File: src/logic/flash_poll_pkg.sv
/*
 * Shared constants and types for the flash status polling controller:
 * register map, control fields, command sequences and strobe timing.
 * Assumes a 40 MHz pclk and a x16 asynchronous flash bus.
 */
`default_nettype none
package flash_poll_pkg;
	localparam int ADDR_W = 24;
	localparam int DQ_W = 16;

	// Register byte offsets on the APB side
	localparam logic [7:0] REG_CTRL = 8'h00;
	localparam logic [7:0] REG_ADDR = 8'h04;
	localparam logic [7:0] REG_EXPECT = 8'h08;
	localparam logic [7:0] REG_STATUS = 8'h0C;

	// Control field positions
	localparam int CTRL_GO = 0;
	localparam int CTRL_OP_LO = 1;
	localparam int CTRL_RST_PIN = 3;

	// Status field positions
	localparam int ST_BUSY = 0;
	localparam int ST_PASS = 1;
	localparam int ST_FAIL = 2;
	localparam int ST_ABORT = 3;
	localparam int ST_REFUSED = 4;
	localparam int ST_RDY = 5;
	localparam int ST_LOCK_F = 6;
	localparam int ST_LOCK_A = 7;
	localparam int ST_BYTE_LO = 8;

	// Status word bit positions
	localparam int B_POLL = 7;
	localparam int B_TOG = 6;
	localparam int B_FAIL = 5;
	localparam int B_ABORT = 1;

	typedef enum logic [1:0] {
		OP_DATA_POLL = 2'd0,
		OP_TOGGLE_POLL = 2'd1,
		OP_RESET1 = 2'd2,
		OP_RESET3 = 2'd3
	} op_t;

	// Command sequence, x16 addressing
	localparam logic [ADDR_W-1:0] SEQ_ADDR0 = 24'h00_0555;
	localparam logic [ADDR_W-1:0] SEQ_ADDR1 = 24'h00_02AA;
	localparam logic [7:0] SEQ_DATA0 = 8'hAA;
	localparam logic [7:0] SEQ_DATA1 = 8'h55;
	localparam logic [7:0] CMD_READ_RESET = 8'hF0;

	// Strobe timing
	localparam int CLK_NS = 25;
	localparam int T_RD_NS = 120;
	localparam int T_WR_NS = 60;
	localparam int T_GAP_NS = 30;
	localparam int RD_CYC = (T_RD_NS + CLK_NS - 1) / CLK_NS;
	localparam int WR_CYC = (T_WR_NS + CLK_NS - 1) / CLK_NS;
	localparam int GAP_CYC = (T_GAP_NS + CLK_NS - 1) / CLK_NS;

	typedef struct packed {
		logic is_write;
		logic [ADDR_W-1:0] addr;
		logic [DQ_W-1:0] data;
	} cycle_req_t;
endpackage
`default_nettype wire

File: src/logic/flash_cycle.sv
/*
 * One asynchronous flash bus cycle, read or write, timed in pclk cycles.
 * Assumes the caller pulses start only while idle and holds nothing else.
 * Done comes at the end of the gap, so a start that answers it lands
 * in idle and is never lost.
 */
`timescale 1ns/1ps
`default_nettype none
module flash_cycle (
	input wire logic pclk,
	input wire logic presetn,
	input wire logic start,
	input wire flash_poll_pkg::cycle_req_t req,
	input wire logic [flash_poll_pkg::DQ_W-1:0] dq_in,
	output logic done,
	output logic [flash_poll_pkg::DQ_W-1:0] rdata,
	output logic [flash_poll_pkg::ADDR_W-1:0] a_out,
	output logic [flash_poll_pkg::DQ_W-1:0] dq_out,
	output logic dq_oe_n,
	output logic ce_n,
	output logic oe_n,
	output logic we_n
);
	typedef enum logic [2:0] {
		C_IDLE = 3'b001,
		C_ACT = 3'b010,
		C_GAP = 3'b100
	} cyc_state_t;

	cyc_state_t st_q, st_d;
	logic [3:0] cnt_q, cnt_d;
	logic wr_q, wr_d;
	logic done_d, dq_oe_n_d, ce_n_d, oe_n_d, we_n_d;
	logic [flash_poll_pkg::DQ_W-1:0] rdata_d, dq_out_d;
	logic [flash_poll_pkg::ADDR_W-1:0] a_d;

	// Strobe sequencing; data is held through the gap for hold time
	always_comb begin
		st_d = st_q;
		cnt_d = cnt_q;
		wr_d = wr_q;
		done_d = 1'b0;
		rdata_d = rdata;
		a_d = a_out;
		dq_out_d = dq_out;
		dq_oe_n_d = dq_oe_n;
		ce_n_d = ce_n;
		oe_n_d = oe_n;
		we_n_d = we_n;
		case (st_q)
			C_IDLE: begin
				if (start) begin
					st_d = C_ACT;
					wr_d = req.is_write;
					cnt_d = req.is_write ? 4'(flash_poll_pkg::WR_CYC - 1)
						: 4'(flash_poll_pkg::RD_CYC - 1);
					a_d = req.addr;
					dq_out_d = req.data;
					dq_oe_n_d = ~req.is_write;
					ce_n_d = 1'b0;
					oe_n_d = req.is_write;
					we_n_d = ~req.is_write;
				end
			end
			C_ACT: begin
				if (cnt_q == 4'h0) begin
					ce_n_d = 1'b1;
					oe_n_d = 1'b1;
					we_n_d = 1'b1;
					if (!wr_q) begin
						rdata_d = dq_in;
					end
					st_d = C_GAP;
					cnt_d = 4'(flash_poll_pkg::GAP_CYC - 1);
				end else begin
					cnt_d = cnt_q - 4'h1;
				end
			end
			C_GAP: begin
				if (cnt_q == 4'h0) begin
					dq_oe_n_d = 1'b1;
					done_d = 1'b1;
					st_d = C_IDLE;
				end else begin
					cnt_d = cnt_q - 4'h1;
				end
			end
			default: st_d = C_IDLE;
		endcase
	end

	always_ff @(posedge pclk or negedge presetn) begin
		if (!presetn) begin
			st_q <= C_IDLE;
			cnt_q <= 4'h0;
			wr_q <= 1'b0;
			done <= 1'b0;
			rdata <= 16'h0000;
			a_out <= 24'h00_0000;
			dq_out <= 16'h0000;
			dq_oe_n <= 1'b1;
			ce_n <= 1'b1;
			oe_n <= 1'b1;
			we_n <= 1'b1;
		end else begin
			st_q <= st_d;
			cnt_q <= cnt_d;
			wr_q <= wr_d;
			done <= done_d;
			rdata <= rdata_d;
			a_out <= a_d;
			dq_out <= dq_out_d;
			dq_oe_n <= dq_oe_n_d;
			ce_n <= ce_n_d;
			oe_n <= oe_n_d;
			we_n <= we_n_d;
		end
	end
endmodule
`default_nettype wire

File: src/logic/flash_status_host.sv
/*
 * Host controller that polls a parallel NOR flash for the end of an
 * embedded program/erase and issues the recovery resets. Software drives
 * it over APB. Assumes the flash bus is x16 and inputs are synchronous.
 */
`timescale 1ns/1ps
`default_nettype none
module flash_status_host (
	input wire logic pclk,
	input wire logic presetn,
	input wire logic [7:0] paddr,
	input wire logic psel,
	input wire logic penable,
	input wire logic pwrite,
	input wire logic [31:0] pwdata,
	output logic [31:0] prdata,
	output logic pready,
	output logic pslverr,
	output logic [flash_poll_pkg::ADDR_W-1:0] fl_addr,
	output logic [flash_poll_pkg::DQ_W-1:0] fl_dq_out,
	input wire logic [flash_poll_pkg::DQ_W-1:0] fl_dq_in,
	output logic fl_dq_oe_n,
	output logic fl_ce_n,
	output logic fl_oe_n,
	output logic fl_we_n,
	output logic fl_rst_n,
	input wire logic ready_busy_n_in
);
	typedef enum logic [2:0] {
		M_IDLE = 3'b001,
		M_WRITE = 3'b010,
		M_READ = 3'b100
	} main_state_t;

	main_state_t st_q, st_d;
	flash_poll_pkg::op_t op_q, op_d, new_op;
	logic [1:0] step_q, step_d;
	logic first_q, first_d, err_seen_q, err_seen_d;
	logic [7:0] prev_q, prev_d, exp_q, exp_d;
	logic [flash_poll_pkg::ADDR_W-1:0] addr_q, addr_d;
	logic pass_q, pass_d, fail_q, fail_d, abort_q, abort_d;
	logic refused_q, refused_d, fail_lock_q, fail_lock_d;
	logic abort_lock_q, abort_lock_d, rst_pin_q, rst_pin_d;
	logic start_q, start_d;
	logic [31:0] prdata_d;
	logic pready_d, pslverr_d, apb_wr, go, bad_op, finish_fail;
	logic cyc_done;
	logic [flash_poll_pkg::DQ_W-1:0] cyc_rdata;
	logic [7:0] rbyte;
	flash_poll_pkg::cycle_req_t req;

	// Address of one write of a reset sequence
	function automatic logic [flash_poll_pkg::ADDR_W-1:0] seq_addr(
		input flash_poll_pkg::op_t op, input logic [1:0] step);
		if (op == flash_poll_pkg::OP_RESET3 && step == 2'd0) begin
			return flash_poll_pkg::SEQ_ADDR0;
		end else if (op == flash_poll_pkg::OP_RESET3 && step == 2'd1) begin
			return flash_poll_pkg::SEQ_ADDR1;
		end
		return flash_poll_pkg::SEQ_ADDR0;
	endfunction

	// Data of one write of a reset sequence
	function automatic logic [7:0] seq_data(
		input flash_poll_pkg::op_t op, input logic [1:0] step);
		if (op == flash_poll_pkg::OP_RESET3 && step == 2'd0) begin
			return flash_poll_pkg::SEQ_DATA0;
		end else if (op == flash_poll_pkg::OP_RESET3 && step == 2'd1) begin
			return flash_poll_pkg::SEQ_DATA1;
		end
		return flash_poll_pkg::CMD_READ_RESET;
	endfunction

	function automatic logic is_reset(input flash_poll_pkg::op_t op);
		return op == flash_poll_pkg::OP_RESET1 ||
			op == flash_poll_pkg::OP_RESET3;
	endfunction

	// Poll reads always use the software-given address
	always_comb begin
		req.is_write = (st_q == M_WRITE);
		req.addr = (st_q == M_WRITE) ? seq_addr(op_q, step_q) : addr_q;
		req.data = {8'h00, seq_data(op_q, step_q)};
	end

	flash_cycle u_cycle (
		.pclk(pclk),
		.presetn(presetn),
		.start(start_q),
		.req(req),
		.dq_in(fl_dq_in),
		.done(cyc_done),
		.rdata(cyc_rdata),
		.a_out(fl_addr),
		.dq_out(fl_dq_out),
		.dq_oe_n(fl_dq_oe_n),
		.ce_n(fl_ce_n),
		.oe_n(fl_oe_n),
		.we_n(fl_we_n)
	);

	assign rbyte = cyc_rdata[7:0];
	assign apb_wr = psel && penable && pready && pwrite;
	assign go = apb_wr && paddr == flash_poll_pkg::REG_CTRL &&
		pwdata[flash_poll_pkg::CTRL_GO];
	assign new_op = flash_poll_pkg::op_t'(pwdata[flash_poll_pkg::CTRL_OP_LO +: 2]);
	// A locked device accepts only its recovery reset
	assign bad_op = (fail_lock_q && !is_reset(new_op)) ||
		(abort_lock_q && new_op != flash_poll_pkg::OP_RESET3);
	// Error bit seen on an earlier read, and still not finished now
	assign finish_fail = err_seen_q;

	// Sequencer and result flags
	always_comb begin
		st_d = st_q;
		op_d = op_q;
		step_d = step_q;
		first_d = first_q;
		err_seen_d = err_seen_q;
		prev_d = prev_q;
		pass_d = pass_q;
		fail_d = fail_q;
		abort_d = abort_q;
		refused_d = refused_q;
		fail_lock_d = fail_lock_q;
		abort_lock_d = abort_lock_q;
		start_d = 1'b0;
		case (st_q)
			M_IDLE: begin
				if (go && bad_op) begin
					refused_d = 1'b1;
				end else if (go) begin
					op_d = new_op;
					step_d = 2'd0;
					first_d = 1'b1;
					err_seen_d = 1'b0;
					pass_d = 1'b0;
					fail_d = 1'b0;
					abort_d = 1'b0;
					refused_d = 1'b0;
					start_d = 1'b1;
					st_d = is_reset(new_op) ? M_WRITE : M_READ;
				end
			end
			M_WRITE: begin
				if (go) begin
					refused_d = 1'b1;
				end
				if (cyc_done) begin
					if (op_q == flash_poll_pkg::OP_RESET1 || step_q == 2'd2) begin
						pass_d = 1'b1;
						fail_lock_d = 1'b0;
						if (op_q == flash_poll_pkg::OP_RESET3) begin
							abort_lock_d = 1'b0;
						end
						st_d = M_IDLE;
					end else begin
						step_d = step_q + 2'd1;
						start_d = 1'b1;
					end
				end
			end
			M_READ: begin
				if (go) begin
					refused_d = 1'b1;
				end
				if (cyc_done) begin
					prev_d = rbyte;
					first_d = 1'b0;
					start_d = 1'b1;
					// Data poll: true bit back means done; toggle: bit still
					if ((op_q == flash_poll_pkg::OP_DATA_POLL &&
						rbyte[flash_poll_pkg::B_POLL] == exp_q[flash_poll_pkg::B_POLL]) ||
						(op_q == flash_poll_pkg::OP_TOGGLE_POLL && !first_q &&
						rbyte[flash_poll_pkg::B_TOG] == prev_q[flash_poll_pkg::B_TOG])) begin
						pass_d = 1'b1;
						start_d = 1'b0;
						st_d = M_IDLE;
					end else if (op_q == flash_poll_pkg::OP_TOGGLE_POLL && first_q) begin
						err_seen_d = 1'b0;
					end else if (finish_fail) begin
						// Error flags sampled again on this read decide the cause
						fail_d = rbyte[flash_poll_pkg::B_FAIL] ||
							!rbyte[flash_poll_pkg::B_ABORT];
						abort_d = rbyte[flash_poll_pkg::B_ABORT];
						fail_lock_d = fail_lock_q || rbyte[flash_poll_pkg::B_FAIL] ||
							!rbyte[flash_poll_pkg::B_ABORT];
						abort_lock_d = abort_lock_q || rbyte[flash_poll_pkg::B_ABORT];
						start_d = 1'b0;
						st_d = M_IDLE;
					end else if (rbyte[flash_poll_pkg::B_FAIL] ||
						rbyte[flash_poll_pkg::B_ABORT]) begin
						err_seen_d = 1'b1;
					end
				end
			end
			default: st_d = M_IDLE;
		endcase
	end

	// APB slave: zero wait states, answer in the first access cycle
	always_comb begin
		addr_d = addr_q;
		exp_d = exp_q;
		rst_pin_d = rst_pin_q;
		pready_d = psel && !penable;
		pslverr_d = 1'b0;
		prdata_d = prdata;
		if (apb_wr && paddr == flash_poll_pkg::REG_CTRL) begin
			rst_pin_d = pwdata[flash_poll_pkg::CTRL_RST_PIN];
		end else if (apb_wr && paddr == flash_poll_pkg::REG_ADDR) begin
			addr_d = pwdata[flash_poll_pkg::ADDR_W-1:0];
		end else if (apb_wr && paddr == flash_poll_pkg::REG_EXPECT) begin
			exp_d = pwdata[7:0];
		end
		if (psel && !penable) begin
			prdata_d = 32'h0000_0000;
			if (paddr == flash_poll_pkg::REG_CTRL) begin
				prdata_d[flash_poll_pkg::CTRL_OP_LO +: 2] = op_q;
				prdata_d[flash_poll_pkg::CTRL_RST_PIN] = rst_pin_q;
			end else if (paddr == flash_poll_pkg::REG_ADDR) begin
				prdata_d[flash_poll_pkg::ADDR_W-1:0] = addr_q;
			end else if (paddr == flash_poll_pkg::REG_EXPECT) begin
				prdata_d[7:0] = exp_q;
			end else if (paddr == flash_poll_pkg::REG_STATUS) begin
				prdata_d[flash_poll_pkg::ST_BUSY] = (st_q != M_IDLE);
				prdata_d[flash_poll_pkg::ST_PASS] = pass_q;
				prdata_d[flash_poll_pkg::ST_FAIL] = fail_q;
				prdata_d[flash_poll_pkg::ST_ABORT] = abort_q;
				prdata_d[flash_poll_pkg::ST_REFUSED] = refused_q;
				prdata_d[flash_poll_pkg::ST_RDY] = ready_busy_n_in;
				prdata_d[flash_poll_pkg::ST_LOCK_F] = fail_lock_q;
				prdata_d[flash_poll_pkg::ST_LOCK_A] = abort_lock_q;
				prdata_d[flash_poll_pkg::ST_BYTE_LO +: 8] = prev_q;
			end else begin
				pslverr_d = 1'b1;
			end
		end
	end

	// Reset pin held low out of reset so the device starts clean
	always_ff @(posedge pclk or negedge presetn) begin
		if (!presetn) begin
			st_q <= M_IDLE;
			op_q <= flash_poll_pkg::OP_DATA_POLL;
			step_q <= 2'd0;
			first_q <= 1'b1;
			err_seen_q <= 1'b0;
			prev_q <= 8'h00;
			exp_q <= 8'h00;
			addr_q <= 24'h00_0000;
			pass_q <= 1'b0;
			fail_q <= 1'b0;
			abort_q <= 1'b0;
			refused_q <= 1'b0;
			fail_lock_q <= 1'b0;
			abort_lock_q <= 1'b0;
			rst_pin_q <= 1'b0;
			start_q <= 1'b0;
			prdata <= 32'h0000_0000;
			pready <= 1'b0;
			pslverr <= 1'b0;
		end else begin
			st_q <= st_d;
			op_q <= op_d;
			step_q <= step_d;
			first_q <= first_d;
			err_seen_q <= err_seen_d;
			prev_q <= prev_d;
			exp_q <= exp_d;
			addr_q <= addr_d;
			pass_q <= pass_d;
			fail_q <= fail_d;
			abort_q <= abort_d;
			refused_q <= refused_d;
			fail_lock_q <= fail_lock_d;
			abort_lock_q <= abort_lock_d;
			rst_pin_q <= rst_pin_d;
			start_q <= start_d;
			prdata <= prdata_d;
			pready <= pready_d;
			pslverr <= pslverr_d;
		end
	end
	assign fl_rst_n = rst_pin_q;

	// Any non-reset order after a failure is turned away
	property p_no_cmd_after_fail;
		@(posedge pclk) disable iff (!presetn)
		(go && st_q == M_IDLE && fail_lock_q && !is_reset(new_op))
			|=> (refused_q && st_q == M_IDLE);
	endproperty
	a_no_cmd_after_fail: assert property (p_no_cmd_after_fail)
		else $error("order accepted while failure lock set");

	property p_abort_full_reset;
		@(posedge pclk) disable iff (!presetn)
		$fell(abort_lock_q) |-> ($past(op_q) == flash_poll_pkg::OP_RESET3 &&
			$past(step_q) == 2'd2);
	endproperty
	a_abort_full_reset: assert property (p_abort_full_reset)
		else $error("abort lock left without three-write reset");

	property p_toggle_pass;
		@(posedge pclk) disable iff (!presetn)
		(st_q == M_READ && op_q == flash_poll_pkg::OP_TOGGLE_POLL && cyc_done &&
			!first_q && rbyte[6] == prev_q[6]) |=> (pass_q && st_q == M_IDLE);
	endproperty
	a_toggle_pass: assert property (p_toggle_pass)
		else $error("steady toggle bit not taken as completion");

	property p_toggle_needs_two;
		@(posedge pclk) disable iff (!presetn)
		($rose(pass_q) && op_q == flash_poll_pkg::OP_TOGGLE_POLL)
			|-> $past(first_q) == 1'b0;
	endproperty
	a_toggle_needs_two: assert property (p_toggle_needs_two)
		else $error("toggle completion after a single read");

	property p_poll_addr;
		@(posedge pclk) disable iff (!presetn)
		(st_q == M_READ && start_q) |=> (fl_addr == $past(addr_q) && !fl_ce_n);
	endproperty
	a_poll_addr: assert property (p_poll_addr)
		else $error("poll read not at the programmed address");
endmodule
`default_nettype wire

File: config.mk
export PLATFORM = sky130hd
export DESIGN_NAME = flash_status_host
export DESIGN_NICKNAME = d
export VERILOG_FILES = /design/src/logic/flash_poll_pkg.sv /design/src/logic/flash_cycle.sv /design/src/logic/flash_status_host.sv
export SDC_FILE = /design/constraint.sdc
export NUM_CORES = 1
export LEC_CHECK = 0
export ABC_AREA = 1
export BUFFER_PORTS_ARGS = -buffer_cell sky130_fd_sc_hd__buf_2
export CELL_PAD_IN_SITES_DETAIL_PLACEMENT = 0
export CELL_PAD_IN_SITES_GLOBAL_PLACEMENT = 1
export CORE_MARGIN = 5
export CORE_UTILIZATION = 45
export CTS_BUF_LIST = sky130_fd_sc_hd__clkbuf_8
export DETAILED_ROUTE_END_ITERATION = 8
export PLACE_DENSITY_LB_ADDON = 0.1
export SETUP_SLACK_MARGIN = 0.4
export SLEW_MARGIN = 20
export SYNTH_ARGS = -nofsm -noshare
export SYNTH_HDL_FRONTEND = slang
export SYNTH_SLANG_ARGS = --single-unit
File: constraint.sdc
create_clock -name pclk -period 3.4 [get_ports pclk]
set_input_delay 0.68 -clock pclk [delete_from_list [all_inputs] [get_ports pclk]]
set_output_delay 0.68 -clock pclk [all_outputs]
set_load 0.1 [all_outputs]
==> metrics <==
status completed; CP Max Fanout 16; Buffers on Ports 108; Hold Path Class input pin to async pin; Ant. Diodes 0; clk slew on worst S/H paths 0.07 ns; Die Height 127 um; initial DRC count 273; Post-CTS Resized 0; post-synthesis sequential area ratio 0.541; Non-Filler Instances 1000; commonest non-fill, non-tap cells in the layout nand2_1 (196), dfrtp_1 (125), buf_2 (107); top_reg_cell synth dfrtp_1; R2R depth 11; CTS tree yes; Boundary Pins 141; antenna violations before repair 0; final hold vios 0; fmax 451 MHz; total number of vias 4968; Yosys warning total 0; H-tree Lvls 4; Switch Pwr 0.795 mW; Layout Nets 878; #FFs+latches synth 132; crit share post-route 0.652; Cell variety after synth 38; top-area cell type share of the netlist area 0.511; largest net degree at the start of global routing 64; Clk pwr share 0.422; DR pass1 iterations 5; CP endpoint kind flip-flop; total leakage power 3.90 nW; Peak VDD IR 231 uV; Area contributors post-synth dfrtp_1 (51%), nand2_1 (12%), o21ai_0 (5.3%), inv_1 (4.9%), dfstp_2 (3.0%); first-pass GRT wire length 25200 um; r2r setup slk 1.18 ns; Layout area overhead 16.3%; number of setup buffers added after CTS 0; Reg area 3310 um^2; Slew Viols, Final 0; DIE AREA 16000 um^2; Clock Path Buffers 2; number of synthesized flops with an enable pin 0; DRT antenna net count 0; Critical Path RT 3.72 ns; P per Cell Area 435 nW/um^2; RSZ-0062 raised after global routing no; core area 13300 um^2; Final setup violation count 0; via/cell ratio 4.97; arrival time of the worst setup path 2.54 ns; cts hold-fix bufs 0; Internal Power 2.30 mW; number of CTS-inserted buffers 17; switching share of power 0.257; all-layer global routing usage 0.197; clk_skew 0.0108 ns; max-cap viol count 0; commonest non-fill, non-tap cell in the layout nand2_1; Die Span X 127 um; Power Total 3.10 mW; slew at the pin with the worst max-slew slack 0.655 ns; Initial Utilization 0.460; Post-Syn Area per Cell 8.69 um^2; clock sink count 132; Syn Std Cell Area 6120 um^2; fraction of layout cells with a size suffix above 1 0.239; drt wl/cell 15.4 um; vias in the first global route 4994; Skew-Pair Late Insertion Delay 0.44 ns; end point of the critical path pass_q$_DFFE_PN0P_; DP Cell Count 968; Slew HR 0.563; Critical path origin st_q[0]$_DFFE_PN1P_; Mapped Cells 704; Fillers 1289; drc violations 0; r2r startpoint st_q[0]$_DFFE_PN1P_; Setup TNS 0 ns; dpl hpwl 11200 um; grt ovf 0; R2R Path End pass_q$_DFFE_PN0P_; worst setup path category flip-flop to flip-flop; Gate power share 0.066; row cnt 42; area of the multi-input gates 2280 um^2; fraction of registers with async set/reset 1.00; Reg power frac 0.512; Clock Root Buffer clkbuf_8; fin crit period 2.22 ns; Total Wirelength 15400 um; CP startpoint kind flip-flop; largest area contributor in the netlist dfrtp_1; Routability Congestion 0.858
==> layer usage <==
layer	vias to the layer above	GRT usage	routed length [um]
met5	-	0	0
met4	0	0.0669	249
met3	18	0.0450	853
met2	130	0.320	7290
met1	2378	0.261	6960
li1	2442	-	-
==> metrics by stage <==
| step | utilization | instance area [um^2] | hold WS [ns] | setup slack, ns |
|---|---|---|---|---|
| 4_1_cts | 0.535 | 7120 | 0.245 | 1.18 |
| 2_1_floorplan | - | 6180 | 0.384 | 1.38 |
| 6_report | 0.535 | 7120 | 0.242 | 1.18 |
| 3_3_place_gp | 0.505 | 6720 | 0.460 | 1.00 |
| 5_1_grt | 0.535 | 7120 | 0.265 | 0.961 |
| 3_5_place_dp | 0.505 | 6720 | 0.460 | 0.931 |
==> power by group through the flow <==
stage / logic [mW] / registers [mW] / clock network [mW]
global placement: 0.206 / 1.61 / 0
finish: 0.205 / 1.58 / 1.31
detailed placement: 0.208 / 1.61 / 0
global route: 0.222 / 1.59 / 1.40
floorplan: 0.127 / 1.63 / 0
CTS: 0.208 / 1.58 / 1.34
==> registers in the layout (all words and copies together) (netlist names), 2 cells and up <==
register and count:
addr_q 24, exp_q 8, op_q 2, prdata 24
prev_q 8, st_q 3, step_q 2, u_cycle.a_out 24
u_cycle.cnt_q 4, u_cycle.dq_out 4, u_cycle.rdata 8, u_cycle.st_q 3
==> cells in the mapped netlist, types with 3 or more instances <==
master / instances
nand4_1: 13
mux2_2: 8
dfrtp_1: 125
dfstp_2: 7
nor3_1: 4
nor2_1: 47
o21ai_0: 65
buf_2: 3
a21oi_2: 16
nand3_1: 36
nand2_2: 3
o211ai_1: 8
a21oi_1: 5
o21ai_1: 10
inv_2: 4
nand2_1: 196
buf_6: 4
nor2_2: 3
inv_1: 80
or2_2: 4
o22ai_1: 10
nor2_4: 4
buf_4: 22
ha_1: 5
clkbuf_1: 9
==> cell type report <==
| cell class | count | share of cell area |
|---|---|---|
| well taps | 176 | 0.0309 |
| multi-input cells | 462 | 0.320 |
| flip-flops and latches | 132 | 0.465 |
| repair buffers | 112 | 0.0823 |
| clock buffers | 19 | 0.0368 |
| clock inverters | 13 | 0.0190 |
| inverters | 86 | 0.0455 |
==> kinds of logic (layout without fill, tap and decap cells) <==
kind of cell | after synthesis | in the layout | share of synthesized area
DFF | 132 | 132 | 0.541
buffers and inverters | 125 | 230 | 0.0959
muxes | 8 | 8 | 0.0147
AOI/OAI and AO/OA | 116 | 116 | 0.111
adders and majority gates | 5 | 5 | 0.0102
xor gates and xnor gates | 1 | 1 | 0.00143
and+or+nand+nor | 316 | 316 | 0.225
other | 1 | 16 | 0.000613
==> worst min path at each step <==
stage                                            from                     endpoint  slack [ns]  cells after the start
after CTS                                     presetn        prdata[1]$_DFFE_PN0P_        0.24                      1
after detailed placement  u_cycle.dq_oe_n$_DFFE_PN1P_  u_cycle.dq_oe_n$_DFFE_PN1P_        0.46                      2
final                                         presetn             pready$_DFF_PN0_        0.24                      1
after global placement    u_cycle.dq_oe_n$_DFFE_PN1P_  u_cycle.dq_oe_n$_DFFE_PN1P_        0.46                      2
after global routing                          presetn        prdata[1]$_DFFE_PN0P_        0.26                      1
after floorplan                               presetn     abort_lock_q$_DFFE_PN0P_        0.38                      0
==> critical path: stages, from the launching register on <==
cell and delay (ns):
dfstp_2 0.53, inv_1 0.06, nand3_2 0.20, inv_1 0.35
nand2_1 0.25, inv_1 0.07, nor2_1 0.25, nand2_1 0.08
nor2_1 0.12, nand2_1 0.07, nand2_1 0.07, nand2_1 0.05
Note: power is estimated with default switching activity, not from simulation.
